<file path="config.mk">
export PLATFORM = sky130hd
export DESIGN_NAME = epi_ext_irq
export DESIGN_NICKNAME = d
export VERILOG_FILES = /design/src/hw/epi_pkg.sv /design/src/hw/epi_ext_irq.sv
export SDC_FILE = /design/constraint.sdc
export NUM_CORES = 1
export LEC_CHECK = 0
export BUFFER_PORTS_ARGS = -buffer_cell sky130_fd_sc_hd__buf_2
export CORE_ASPECT_RATIO = 0.75
export CORE_MARGIN = 3
export CORE_UTILIZATION = 45
export DETAILED_ROUTE_END_ITERATION = 8
export PLACE_DENSITY_LB_ADDON = 0.1
export SYNTH_ARGS = -nofsm -noshare
export SYNTH_HDL_FRONTEND = slang
export SYNTH_SLANG_ARGS = --single-unit
</file>
<file path="constraint.sdc">
create_clock -name clk_i -period 4.55 [get_ports clk_i]
set_input_delay 0.2275 -clock clk_i [delete_from_list [all_inputs] [get_ports clk_i]]
set_output_delay 0.2275 -clock clk_i [all_outputs]
set_load 0.05 [all_outputs]
</file>
<file path="src/hw/epi_pkg.sv">
// Constants for the external pin interrupt unit.
// Assumes a 20 MHz system clock and AHB-Lite register access.
// What this block does
// Pin activity requests even when driven as output.
// Inputs 0/1 level or edge; input 2 edge.
// Enabled low level requests while pin stays low.
// Edge sensing on inputs 0/1 needs I/O clock.
// Low level and input-2 edges need no clock.
// Power-down level wake: two watchdog samples, startup.
// Level gone before startup end: wake, no request.
// Request needs global and per-input enable bits.
// Input 1 sense field bits 3:2, four codes.
// Input 0 sense field bits 1:0, same codes.
// Pins sampled before edges; longer pulses guaranteed.
// Source holds low level until instruction completes.
// Input 2 polarity bit 6: falling or rising.
// Software disables input 2 before changing polarity.
// Each input has its own request vector.
// Trigger sets flag bits 7, 6 and 5.
// Flag clears on vector service or written one.
// Level mode holds the flag cleared.
// Sleep with input 2 disabled may set flag.
// Inputs 0/1 pass a two-stage synchroniser.
package epi_pkg;
    localparam int CLK_PERIOD_NS = 50;
    localparam int STARTUP_NS = 4000;
    localparam int STARTUP_CYC = (STARTUP_NS + CLK_PERIOD_NS - 1) / CLK_PERIOD_NS;
    localparam logic [11:0] OFS_CPU_CONTROL = 12'h000;
    localparam logic [11:0] OFS_CPU_CONTROL_STATUS = 12'h004;
    localparam logic [11:0] OFS_EXT_IRQ_ENABLE = 12'h008;
    localparam logic [11:0] OFS_EXT_IRQ_FLAGS = 12'h00C;
    localparam int POS_SENSE_ONE = 2;
    localparam int POS_SENSE_ZERO = 0;
    localparam int POS_SENSE_TWO = 6;
    localparam int POS_EN_ONE = 7;
    localparam int POS_EN_ZERO = 6;
    localparam int POS_EN_TWO = 5;
    localparam int POS_FLAG_ONE = 7;
    localparam int POS_FLAG_ZERO = 6;
    localparam int POS_FLAG_TWO = 5;
    localparam logic [1:0] RST_SENSE = 2'h0;
    localparam logic [2:0] RST_ENABLE = 3'h0;
    localparam logic [2:0] RST_FLAGS = 3'h0;
    localparam logic [2:0] RST_PINS = 3'h7;
    localparam logic [1:0] SENSE_LOW = 2'h0;
    localparam logic [1:0] SENSE_ANY = 2'h1;
    localparam logic [1:0] SENSE_FALL = 2'h2;
    localparam logic [1:0] SENSE_RISE = 2'h3;
    typedef enum logic [1:0] {ST_RUN, ST_SLEEP, ST_SEEN1, ST_STARTUP} epi_pwr_t;
endpackage : epi_pkg

</file>
<file path="src/hw/epi_ext_irq.sv">
// External pin interrupt unit: three request pins, flags, enables, wake-up.
// Assumes one 20 MHz clock, an AHB-Lite master, and a core that acks vectors.
`timescale 1ns/100ps
module epi_ext_irq #(
    parameter int STARTUP_CYCLES = epi_pkg::STARTUP_CYC
) (
    input wire logic clk_i,
    input wire logic srst_i,
    input wire logic hsel_i,
    input wire logic [31:0] haddr_i,
    input wire logic [1:0] htrans_i,
    input wire logic hwrite_i,
    input wire logic [2:0] hsize_i,
    input wire logic [31:0] hwdata_i,
    input wire logic hready_i,
    output logic [31:0] hrdata_o,
    output logic hreadyout_o,
    output logic hresp_o,
    input wire logic ext_request_zero_i,
    input wire logic ext_request_one_i,
    input wire logic ext_request_two_i,
    input wire logic global_ie_i,
    input wire logic io_clk_run_i,
    input wire logic power_down_i,
    input wire logic wdt_tick_i,
    input wire logic [2:0] vector_ack_i,
    output logic [2:0] irq_req_o,
    output logic wake_o,
    output logic asleep_o
);
    import epi_pkg::*;

    logic [2:0] sync1;
    logic [2:0] sync2;
    logic [2:0] prev;
    logic [2:0] eff;
    logic [2:0] en;
    logic [2:0] flag;
    logic [2:0] lvl_mode;
    logic [2:0] level_on;
    logic [2:0] hit;
    logic [2:0] w1c;
    logic [1:0] sense_zero;
    logic [1:0] sense_one;
    logic sense_two_polarity;
    logic awake;
    logic buf_off;
    epi_pwr_t state;
    logic [15:0] su_cnt;
    logic aphase;
    logic wr_pend;
    logic [11:0] wr_addr;
    logic rd_late;
    logic [11:0] rd_addr;

    ////////////////////////////////////////////////////////////////////////
    // Pin sampling
    ////////////////////////////////////////////////////////////////////////

    // Pins are sensed whatever the port direction, so driving them works
    always_ff @(posedge clk_i) begin
        if (srst_i) begin
            sync1 <= RST_PINS;
            sync2 <= RST_PINS;
            prev <= RST_PINS;
        end else begin
            sync1 <= {ext_request_two_i, ext_request_one_i, ext_request_zero_i};
            sync2 <= sync1;
            prev <= eff;
        end
    end

    function automatic logic edge_hit(input logic [1:0] mode, input logic now, input logic was);
        case (mode)
            SENSE_ANY: edge_hit = now ^ was;
            SENSE_FALL: edge_hit = was & ~now;
            SENSE_RISE: edge_hit = now & ~was;
            default: edge_hit = 1'b0;
        endcase
    endfunction : edge_hit

    always_comb begin
        awake = (state == ST_RUN);
        // Input buffer of pin 2 is cut while asleep and disabled
        buf_off = !awake && !en[2];
        eff = {sync2[2] & ~buf_off, sync2[1:0]};
        lvl_mode = {1'b0, sense_one == SENSE_LOW, sense_zero == SENSE_LOW};
        // Level sensing is clockless, so it stays live in every state
        level_on = lvl_mode & ~eff & en;
        hit[0] = io_clk_run_i && edge_hit(sense_zero, eff[0], prev[0]);
        hit[1] = io_clk_run_i && edge_hit(sense_one, eff[1], prev[1]);
        // Input 2 never waits on the I/O clock
        hit[2] = sense_two_polarity ? (eff[2] & ~prev[2]) : (prev[2] & ~eff[2]);
    end

    ////////////////////////////////////////////////////////////////////////
    // Flags
    ////////////////////////////////////////////////////////////////////////

    always_comb begin
        w1c = 3'h0;
        if (wr_pend && wr_addr == OFS_EXT_IRQ_FLAGS) begin
            w1c = {hwdata_i[POS_FLAG_TWO], hwdata_i[POS_FLAG_ONE], hwdata_i[POS_FLAG_ZERO]};
        end
    end

    // A new event beats a clear landing in the same cycle
    always_ff @(posedge clk_i) begin
        if (srst_i) begin
            flag <= RST_FLAGS;
        end else begin
            for (int k = 0; k < 3; k++) begin
                if (lvl_mode[k]) begin
                    flag[k] <= 1'b0;
                end else if (hit[k]) begin
                    flag[k] <= 1'b1;
                end else if (w1c[k] || vector_ack_i[k]) begin
                    flag[k] <= 1'b0;
                end
            end
        end
    end

    ////////////////////////////////////////////////////////////////////////
    // Requests, one line per vector
    ////////////////////////////////////////////////////////////////////////

    // Level requests wait for full wake, so a vanished level is dropped
    always_ff @(posedge clk_i) begin
        if (srst_i) begin
            irq_req_o <= 3'h0;
        end else begin
            for (int k = 0; k < 3; k++) begin
                irq_req_o[k] <= global_ie_i && en[k] && awake && (flag[k] || level_on[k]);
            end
        end
    end

    ////////////////////////////////////////////////////////////////////////
    // Power-down wake sequencing
    ////////////////////////////////////////////////////////////////////////

    always_ff @(posedge clk_i) begin
        if (srst_i) begin
            state <= ST_RUN;
            su_cnt <= 16'h0000;
            wake_o <= 1'b0;
            asleep_o <= 1'b0;
        end else begin
            wake_o <= 1'b0;
            asleep_o <= !awake;
            case (state)
                ST_RUN: begin
                    if (power_down_i) begin
                        state <= ST_SLEEP;
                    end
                end
                ST_SLEEP: begin
                    if (hit[2] && en[2]) begin
                        state <= ST_STARTUP;
                        su_cnt <= 16'(STARTUP_CYCLES);
                    end else if (wdt_tick_i && |level_on) begin
                        state <= ST_SEEN1;
                    end
                end
                ST_SEEN1: begin
                    // Second watchdog sample must still see the level
                    if (wdt_tick_i) begin
                        if (|level_on) begin
                            state <= ST_STARTUP;
                            su_cnt <= 16'(STARTUP_CYCLES);
                        end else begin
                            state <= ST_SLEEP;
                        end
                    end
                end
                ST_STARTUP: begin
                    if (su_cnt <= 16'h0001) begin
                        state <= ST_RUN;
                        wake_o <= 1'b1;
                    end else begin
                        su_cnt <= su_cnt - 16'h0001;
                    end
                end
                default: begin
                    state <= ST_RUN;
                end
            endcase
        end
    end

    ////////////////////////////////////////////////////////////////////////
    // AHB-Lite slave
    ////////////////////////////////////////////////////////////////////////

    function automatic logic [7:0] rd_byte(input logic [11:0] a);
        rd_byte = 8'h00;
        case (a)
            OFS_CPU_CONTROL: begin
                rd_byte[POS_SENSE_ONE +: 2] = sense_one;
                rd_byte[POS_SENSE_ZERO +: 2] = sense_zero;
            end
            OFS_CPU_CONTROL_STATUS: rd_byte[POS_SENSE_TWO] = sense_two_polarity;
            OFS_EXT_IRQ_ENABLE: begin
                rd_byte[POS_EN_ONE] = en[1];
                rd_byte[POS_EN_ZERO] = en[0];
                rd_byte[POS_EN_TWO] = en[2];
            end
            OFS_EXT_IRQ_FLAGS: begin
                rd_byte[POS_FLAG_ONE] = flag[1];
                rd_byte[POS_FLAG_ZERO] = flag[0];
                rd_byte[POS_FLAG_TWO] = flag[2];
            end
            default: rd_byte = 8'h00;
        endcase
    endfunction : rd_byte

    assign aphase = hsel_i && hready_i && htrans_i[1];

    // A read right behind a write waits one cycle to see the new value
    always_ff @(posedge clk_i) begin
        if (srst_i) begin
            wr_pend <= 1'b0;
            wr_addr <= 12'h000;
            rd_late <= 1'b0;
            rd_addr <= 12'h000;
            hrdata_o <= 32'h0000_0000;
            hreadyout_o <= 1'b1;
            hresp_o <= 1'b0;
        end else begin
            wr_pend <= aphase && hwrite_i;
            wr_addr <= haddr_i[11:0];
            rd_late <= aphase && !hwrite_i && wr_pend;
            rd_addr <= haddr_i[11:0];
            hreadyout_o <= !(aphase && !hwrite_i && wr_pend);
            hresp_o <= 1'b0;
            if (aphase && !hwrite_i) begin
                hrdata_o <= {24'h00_0000, rd_byte(haddr_i[11:0])};
            end else if (rd_late) begin
                hrdata_o <= {24'h00_0000, rd_byte(rd_addr)};
            end
        end
    end

    always_ff @(posedge clk_i) begin
        if (srst_i) begin
            sense_one <= RST_SENSE;
            sense_zero <= RST_SENSE;
            sense_two_polarity <= 1'b0;
            en <= RST_ENABLE;
        end else if (wr_pend) begin
            case (wr_addr)
                OFS_CPU_CONTROL: begin
                    sense_one <= hwdata_i[POS_SENSE_ONE +: 2];
                    sense_zero <= hwdata_i[POS_SENSE_ZERO +: 2];
                end
                OFS_CPU_CONTROL_STATUS: sense_two_polarity <= hwdata_i[POS_SENSE_TWO];
                OFS_EXT_IRQ_ENABLE: begin
                    en <= {hwdata_i[POS_EN_TWO], hwdata_i[POS_EN_ONE], hwdata_i[POS_EN_ZERO]};
                end
                default: begin
                end
            endcase
        end
    end

    ////////////////////////////////////////////////////////////////////////
    // Checks
    ////////////////////////////////////////////////////////////////////////

    AST_LEVEL_HOLD: assert property (@(posedge clk_i) disable iff (srst_i)
        (awake && global_ie_i && level_on[0]) |=> irq_req_o[0])
        else $error("level low did not request");

    AST_LEVEL_FLAG_CLR: assert property (@(posedge clk_i) disable iff (srst_i)
        lvl_mode[1] |=> !flag[1])
        else $error("flag set in level mode");

    AST_NO_IO_EDGE: assert property (@(posedge clk_i) disable iff (srst_i)
        (!io_clk_run_i && !flag[0] && !vector_ack_i[0]) |=> !flag[0])
        else $error("edge seen without io clock");

    AST_RISE_ZERO: assert property (@(posedge clk_i) disable iff (srst_i)
        (io_clk_run_i && sense_zero == SENSE_RISE && eff[0] && !prev[0]) |=> flag[0])
        else $error("rising edge missed on input 0");

    AST_FALL_ONE: assert property (@(posedge clk_i) disable iff (srst_i)
        (io_clk_run_i && sense_one == SENSE_FALL && !eff[1] && prev[1]) |=> flag[1])
        else $error("falling edge missed on input 1");

    AST_GATE: assert property (@(posedge clk_i) disable iff (srst_i)
        !global_ie_i |=> irq_req_o == 3'h0)
        else $error("request without global enable");

    AST_W1C: assert property (@(posedge clk_i) disable iff (srst_i)
        (wr_pend && wr_addr == OFS_EXT_IRQ_FLAGS && hwdata_i[POS_FLAG_TWO] && !hit[2]) |=> !flag[2])
        else $error("written one did not clear flag");

    AST_TWO_FALL: assert property (@(posedge clk_i) disable iff (srst_i)
        (!sense_two_polarity && prev[2] && !eff[2]) |=> flag[2])
        else $error("input 2 falling edge missed");

    AST_SECOND_SAMPLE: assert property (@(posedge clk_i) disable iff (srst_i)
        (state == ST_SEEN1 && wdt_tick_i && |level_on) |=> state == ST_STARTUP)
        else $error("second sample did not start wake");

    AST_ASLEEP_QUIET: assert property (@(posedge clk_i) disable iff (srst_i)
        (state != ST_RUN) |=> irq_req_o == 3'h0)
        else $error("request before start-up ended");

    AST_STARTUP_HOLD: assert property (@(posedge clk_i) disable iff (srst_i)
        $rose(state == ST_STARTUP) |-> (state == ST_STARTUP)[*8])
        else $error("start-up cut short");

    AST_ANY_ONE: assert property (@(posedge clk_i) disable iff (srst_i)
        (io_clk_run_i && sense_one == SENSE_ANY && (eff[1] != prev[1])) |=> flag[1])
        else $error("any change missed on input 1");

    AST_ACK_CLR: assert property (@(posedge clk_i) disable iff (srst_i)
        (vector_ack_i[1] && !hit[1]) |=> !flag[1])
        else $error("vector service did not clear flag");

    AST_TWO_SET: assert property (@(posedge clk_i) disable iff (srst_i)
        hit[2] |=> flag[2])
        else $error("input 2 event did not set flag");

    AST_EN_GATE: assert property (@(posedge clk_i) disable iff (srst_i)
        !en[1] |=> !irq_req_o[1])
        else $error("request from disabled input");

    AST_LEVEL_DROP: assert property (@(posedge clk_i) disable iff (srst_i)
        (!level_on[0] && !flag[0]) |=> !irq_req_o[0])
        else $error("request after level released");

    AST_WAKE_END: assert property (@(posedge clk_i) disable iff (srst_i)
        (state == ST_STARTUP && su_cnt <= 16'h0001) |=> (wake_o && state == ST_RUN))
        else $error("start-up did not end in wake");

    AST_SYNC_TWO: assert property (@(posedge clk_i) disable iff (srst_i)
        !$past(srst_i) |-> sync2 == $past(sync1))
        else $error("pin synchroniser depth wrong");

endmodule : epi_ext_irq

</file>
# Yosys cells after proc, flatten, opt, wreduce, memory -nomap -nowiden
# Cells that the tools add are included.
# classes
n_addsub	1
bitwise_logic	20
mux	33
n_eq_ne	22
n_reduce_logical	49
n_lt_le_gt_ge	1
# ops
op	count
2-to-1 mux 16 bit	4
== test 12 x 4 -> 1 bit (second input constant)	4
case mux 16 bit (3 select lines)	1
== test 12 x 3 -> 1 bit (second input constant)	2
logical NOT 12 bit	2
logical AND 1 bit	20
less-or-equal comparator 16 x 1 -> 1 bit (second input constant)	1
2-to-1 mux 8 bit	2
subtractor 16 x 1 -> 16 bit (second input constant)	1
== test 2 bit (second input constant)	6
2-to-1 mux 2 bit	6
inequality test 2 bit (second input constant)	6
case mux 1 bit (3 select lines)	4
2-to-1 mux 1 bit	8
2-to-1 mux 4 bit	2
NOT 1 bit	8
case mux 1 bit (2 select lines)	4
case mux 2 bit (4 select lines)	1
nonzero test 2 bit	4
AND 1 bit	7
== test 2 x 1 -> 1 bit (second input constant)	3
logical NOT 2 bit	3
logical OR 1 bit	6
AND reduction 2 bit	3
12 further kinds	18
# totals
ff_bits	65
output_inout_bits	39
in_bits	84
elab_cells	146

# Depth between registers and ports, before layout
# Gate-level depths: netlist (run 1).
# logic_depth
word_depth	13
mapped_depth	8
ltp_nobuf	7

# Worst setup path after synthesis (run 1)
# OpenSTA, ideal clock, no wires.
# synth_path
kind	reg-to-reg
from	reg su_cnt[10]
to	reg su_cnt[4]
setup_ps	115
path_stages_with_launch	7
period_less_slack_ps	1906
path_buffers	1
setup_slack_ps	2644
t_arrival_ps	1792
required_time_ps	4435
cell_sequence	dfxtp_1 > or4_1 > nand4bb_4 > o21ai_1 > buf_2 > a21oi_1 > o21a_1
# synth_via
elab_chain_len	3
# synth_lines
element	line_no	rtl
start: declaration	epi_ext_irq.sv:49	logic [15:0] su_cnt;
start signal: assignment	epi_ext_irq.sv:161	su_cnt <= 16'(STARTUP_CYCLES);
start signal: assignment	epi_ext_irq.sv:171	su_cnt <= 16'(STARTUP_CYCLES);
start signal: assignment	epi_ext_irq.sv:182	su_cnt <= su_cnt - 16'h0001;
less-or-equal comparator 16 x 1 -> 1 bit	epi_ext_irq.sv:178	if (su_cnt <= 16'h0001) begin
inequality test 2 bit (no line)	-	
AND reduction 5 bit (no line)	-	
# Every way passes these cells.
# A chain may end at the register's enable or synchronous reset.

# Final worst setup path (run 1)
# layout_path
from	reg su_cnt[10]
to	reg su_cnt[8]
# The elaborated chain is that of the path after synthesis.

==> results of run 1 <==
area by class of cell:
| cell class | count | area (sq um) |
|---|---|---|
| Clock buffer | 11 | 141.4 |
| Fill cell | 629 | 3010 |
| Tap cell | 81 | 101.3 |
| Sequential cell | 65 | 1301 |
| Inverter | 10 | 37.54 |
| Multi-Input combinational cell | 244 | 1562 |
| Timing Repair Buffer | 47 | 235.2 |
| Clock inverter | 5 | 55.05 |
metal layers:
| layer | up-vias | GRT usage | share of wire |
|---|---|---|---|
| li1 | 1228 | - | - |
| met1 | 1134 | 0.2430 | 0.50 |
| met2 | 74 | 0.2304 | 0.42 |
| met3 | 5 | 0.05364 | 0.073 |
| met4 | 0 | 0.05976 | 0.0084 |
| met5 | - | 0 | 0 |
worst max-delay path, stage by stage (launching register included):
cell       delay [ns]
dfxtp_1          0.35
or4_1            0.59
nand4bb_4        0.29
o21ai_1          0.72
o21ai_0          0.22
a21oi_1          0.17
logic make-up (layout without fill, tap and decap cells):
| family | count (synthesis) | after routing |
|---|---|---|
| AO/OA/AOI/OAI | 73 | 73 |
| XOR/XNOR | 2 | 2 |
| adder cells (fa/ha/maj) | 6 | 6 |
| buffers and inverters | 48 | 73 |
| flip-flops | 65 | 65 |
| multiplexers | 12 | 12 |
| other | 1 | 26 |
| AND/OR/NAND/NOR | 125 | 125 |
worst paths after layout:
path | cells after the start | to | start | slack, ns
worst max-delay path | 5 | su_cnt[8] | su_cnt[10] | 2.13
worst min-delay path | 2 | sync1[1] | ext_request_one_i | 0.07
worst max register to register | 5 | su_cnt[8] | su_cnt[10] | 2.13
worst min register to register | 1 | sync2[2] | sync1[2] | 0.42
synthesized netlist by cell type, types with 7 or more instances:
| library cell | count | area (sq um) |
|---|---|---|
| a21oi_1 | 22 | 110.1 |
| a22o_1 | 7 | 61.31 |
| buf_4 | 26 | 195.2 |
| clkbuf_1 | 8 | 30.03 |
| dfxtp_1 | 65 | 1301 |
| inv_1 | 10 | 37.54 |
| mux2i_1 | 9 | 90.09 |
| nand2_1 | 10 | 37.54 |
| nand2b_1 | 7 | 43.79 |
| nand3_1 | 8 | 40.04 |
| nor2_1 | 22 | 82.58 |
| nor2b_1 | 15 | 93.84 |
| nor3_1 | 7 | 35.03 |
| nor3b_1 | 7 | 52.55 |
| o21ai_0 | 15 | 75.07 |
| or2_2 | 10 | 62.56 |
| or4_1 | 10 | 75.07 |
power breakdown:
| part | internal (mW) | leakage [nW] | switching [mW] |
|---|---|---|---|
| sequential | 0.580 | 0.530 | 0.00724 |
| combinational | 0.0254 | 0.865 | 0.0771 |
| clock | 0.266 | 0.0953 | 0.215 |
| total | 0.872 | 1.49 | 0.299 |
stage by stage:
stage,setup WS (ns),utilization,instances,instance area [sq um],hold WS [ns]
6_report,2.131,0.5328,463,3433,0.06948
5_1_grt,1.887,0.5328,463,3433,0.05711
4_1_cts,2.113,0.5328,463,3433,0.05133
3_5_place_dp,2.168,0.5023,447,3237,0.3979
3_3_place_gp,2.176,0.5023,447,3237,0.3915
2_1_floorplan,2.644,-,357,3144,0.3313
state kept, by name, summed over array words and instances, names as in the netlist, 3 cells and up:
name and cells:
flag 3, su_cnt 16, hrdata_o 7, sync1 3, sync2 3, irq_req_o 3, prev 3, en 3
rd_addr 12
placed cells by master (no fill, tap or decap), types with 8 or more instances in the layout:
cell type  netlist  final
a21oi_1         22     22
buf_2            3     47
clkbuf_8         0     10
conb_1           1     26
dfxtp_1         65     65
inv_1           10     10
mux2i_1          9      9
nand2_1         10     10
nand3_1          8      8
nor2_1          22     22
nor2b_1         15     15
o21ai_0         15     15
or2_2           10     10
or4_1           10     10
==> reports/metrics.cfg, run 1 <==
[routing]
final_antenna_net_count=0
wl_per_cell_microns=13.67
firstDrtPassIters=4
vias_per_cell=5.272
wirelength_mm=6.329
vias=2441
drc=0
first_iter_violations=86

[floorplanning]
start_util=0.4734
fp-row-count=25
die_y_microns=77.30
dieArea_sq_um=7813
boundaryPins=123
die_w_microns=101.1
coreArea_sq_um=6444

[timing]
fin_crit_sh=0.5316
rsz0062_at_grt=false
fin_crit_ns=2.419
final-setup-viol-count=0
setup-tns-final_ns=0
final_max_slew_viol_count=0
slew_headroom=0.4271
finClkSkew_ns=0.007122
max_freq_mhz=413.4
worst_slew_pin_slew_ns=0.8537
report.final.hold_viol_count=0

[logic_synthesis]
synth_compound_area_frac=0.1550
synth_cells=332
syn_area_per_cell_sq_um=9.188
netlist-cell-type-count=53
muxShareOfSynthArea=0.04061
synth_adder_area_share=0.02461
yosysWarnings=0
synth_top_family_by_area=simple AND/OR/NAND/NOR gates
synth-xor-area-share=0.005742
yosys.area_share.simple=0.2539
yosysSeqAreaShare=0.4266
synth_flop_cell=dfxtp_1
syn_area_sq_um=3050
ys_ff_latch=65
synth_edf_count=0
synthArstFlopShare=0

[clocking]
path_clk_slew_ns=0.07
cts_tree=built
cts_buffers=9
cts_root_buf=clkbuf_8
cts_sinks=65
htreeDepth=3
clk_latency_ns=0.34
cts_max_path_buffers=2
cts_resized=0
cts_hold_buf=0
post_cts_buffers=0

[min_path]
min_path_type=primary input to flop

[cells_and_area]
synthToLayoutAreaGrowth_pct=12.55
drive_above_1_share=0.2094
fin_nets=467
antennaDiodeCount=0

[job]
drv_cap=0

[global_route]
grt_max_degree=53
antenna_found_initial=0
grt_pass1_vias=2175
grt_usage=0.1677
grt_pass1_wl_mm=10.34
grt_overflow=0

[pwr]
leakagePower_nw=1.490
power_mw=1.171
vdd_drop_max_uv=173.3
cellPowerDensity_nw_per_um2=341.1

[setup_path]
critical_path_class=flop to flop
crit_fanout=13
critPathArrivalTime_ns=2.68
cp-end-kind=flop
worst_setup_path_start_kind=flop
required_ns=4.81

[placed_design]
place.gp.congestion=0.7617
dp_hpwl_mm=4.523
io_buffers=47

[outcome]
outcome=finished clean

Note: power is estimated with default switching activity, not from simulation.
==> run 2: changes to the inputs <==
Settings changed: ABC_AREA from default to 1.
Clock period 4.55 ns to 2.1 ns, I/O delays scaled along.
==> run 2 against run 1 <==
  * Clock skew down 0.0015 ns
  * Final area rose by 15%
  * Largest power group unchanged
  * Total power rose to 3.1 times the previous value
  * Critical path depth rose by 5
  * Sequential cell count unchanged
  * Sequential power increased by 140%
  * Maximum frequency increased by 43%
  * Utilization rose by 2.5 points
  * Register-to-register slack worse by 1.7 ns
  * Wire length rose by 27%
  * Sequential share of layout area down 5.0 points
  * Worst hold slack worse by 0.056 ns
==> reports/metrics.cfg, run 2 <==
[logic_synthesis]
netlist-cell-type-count=37
ys_top_cells_by_area=dfxtp_1 (38%), nand2_1 (10%), nor2_1 (7.9%)
synth_top_area_frac=0.3815
synth_edf_count=0
ys_ff_latch=65
synthTopCellsByCount=nand2_1 (91), nor2_1 (72), dfxtp_1 (65)
yosysSeqAreaShare=0.3815
syn_area_sq_um=3411
synth_top_cell_by_area=dfxtp_1
syn_area_per_cell_sq_um=6.975
synth_most_common_cell=nand2_1
synth_flop_cell=dfxtp_1
synth_cells=489
synthArstFlopShare=0
yosysWarnings=0

[cells_and_area]
final_common_cell=nand2_1
reg_top3=su_cnt (16), rd_addr (12), hrdata_o (7)
nFillCells=692
fin_nets=644
drive_above_1_share=0.1771
antennaDiodeCount=0
synthToLayoutAreaGrowth_pct=15.99
layout_common_cells=nand2_1 (91), nor2_1 (72), dfxtp_1 (65)
stdcell_count=657
largest_reg_flops=16
multiInputGateArea_sq_um=1732
regMostFlops=su_cnt
seq_area_sq_um=1301

[routing]
final_antenna_net_count=0
wirelength_mm=8.040
vias_per_cell=4.703
firstDrtPassIters=4
first_iter_violations=213
vias=3090
wl_per_cell_microns=12.24
drc=0

[floorplanning]
boundaryPins=123
die_y_microns=81.40
start_util=0.4809
die_w_microns=106.5
fp-row-count=26
coreArea_sq_um=7092
dieArea_sq_um=8671

[global_route]
antenna_found_initial=0
grt_pass1_vias=2986
grt_max_degree=40
grt_usage=0.2008
grt_pass1_wl_mm=13.81
grt_overflow=0

[setup_path]
worst_setup_path_start_kind=flop
slowest_stage=dfxtp_1
cp-end-kind=flop
worstPathCellList=inv_1, nor2_1, nand2_1, nand2_1, nand2_2, nand2_1, nand2_1, a21oi_4, nand3_1, a21oi_2
required_ns=2.37
cpLargestDelayFamily=simple AND/OR/NAND/NOR gates
max_stage_delay_ns=0.38
critical_path_class=flop to flop
cp_common_cell=nand2_1
critPathBufInv=1
critPathArrivalTime_ns=1.97
crit_fanout=13

[clocking]
clk_latency_ns=0.34
htreeDepth=3
cts_hold_buf=13
cts_resized=0
cts_root_buf=clkbuf_8
cts_max_path_buffers=2
cts_sinks=65
post_cts_buffers=0
cts_tree=built
path_clk_slew_ns=0.07
cts_buffers=9

[pwr]
leakagePower_nw=1.854
vdd_drop_max_uv=447.8
cellPowerDensity_nw_per_um2=911.2

[timing]
rsz0062_at_grt=false
setup-tns-final_ns=0
fin_hold_ws_ns=0.01366
max_freq_mhz=589.4
report.final.hold_viol_count=0
final-setup-viol-count=0
finClkSkew_ns=0.005649
fin_crit_ns=1.697
final_max_slew_viol_count=0
fin_crit_sh=0.8080

[placed_design]
place.gp.congestion=0.8378
io_buffers=47
place_inst=628
dp_hpwl_mm=5.790

[outcome]
outcome=finished clean

[min_path]
min_path_type=primary input to flop

[job]
drv_cap=0

## run 2: layer usage
metal	global-route usage	vias up	part of all wire
met1	0.2812	1342	0.52
met4	0.05492	0	0.0039
li1	-	1646	-
met3	0.05083	2	0.075
met5	0	-	0
met2	0.3085	100	0.40
## run 2: through the flow
stage / power, mW / worst slack [ns] / utilization / area [sq um]
floorplan: 2.476 / 0.6013 / - / 3505
global placement: 2.650 / 0.4543 / 0.5152 / 3654
detailed placement: 2.659 / 0.4062 / 0.5152 / 3654
CTS: 3.633 / 0.3915 / 0.5579 / 3956
global route: 3.885 / 0.1258 / 0.5579 / 3956
finish: 3.605 / 0.4032 / 0.5579 / 3956
## run 2: kinds of logic (layout without fill, tap and decap cells)
group | count (synthesis) | after routing | synth area share
XOR/XNOR | 2 | 2 | 0.005137
flip-flops | 65 | 65 | 0.3815
AO/OA/AOI/OAI | 66 | 66 | 0.1075
buffers and inverters | 95 | 140 | 0.1383
other | 1 | 26 | 0.001099
adder cells (fa/ha/maj) | 6 | 6 | 0.02201
AND/OR/NAND/NOR | 254 | 254 | 0.3445
## run 2: power by group
part / switching (mW) / internal [mW] / total (mW) / leakage [nW]
sequential: 0.0745 / 1.33 / 1.40 / 0.531
combinational: 0.864 / 0.395 / 1.26 / 1.23
clock: 0.490 / 0.457 / 0.947 / 0.0891
total: 1.43 / 2.18 / 3.61 / 1.85
## run 2: area by class of cell
class	count	share of cell area
multi-input cells	354	0.4377
inverters	58	0.05503
well taps	98	0.03099
flip-flops and latches	65	0.3289
clock inverters	5	0.007906
repair buffers	66	0.1037
clock buffers	11	0.03574
## run 2: worst paths after layout
path         cells after the start    endpoint  slack (ns)       start
max                             10   su_cnt[9]        0.40       en[0]
min                              3  rd_addr[9]        0.01  haddr_i[9]
max reg2reg                     10   su_cnt[9]        0.40       en[0]
min reg2reg                      1    sync2[0]        0.41    sync1[0]
## run 2: worst min-delay path, delay by kind of cell
family / cells / cell delay, ns
buffers and inverters: 2 / 0.12
AND/OR/NAND/NOR: 1 / 0.08
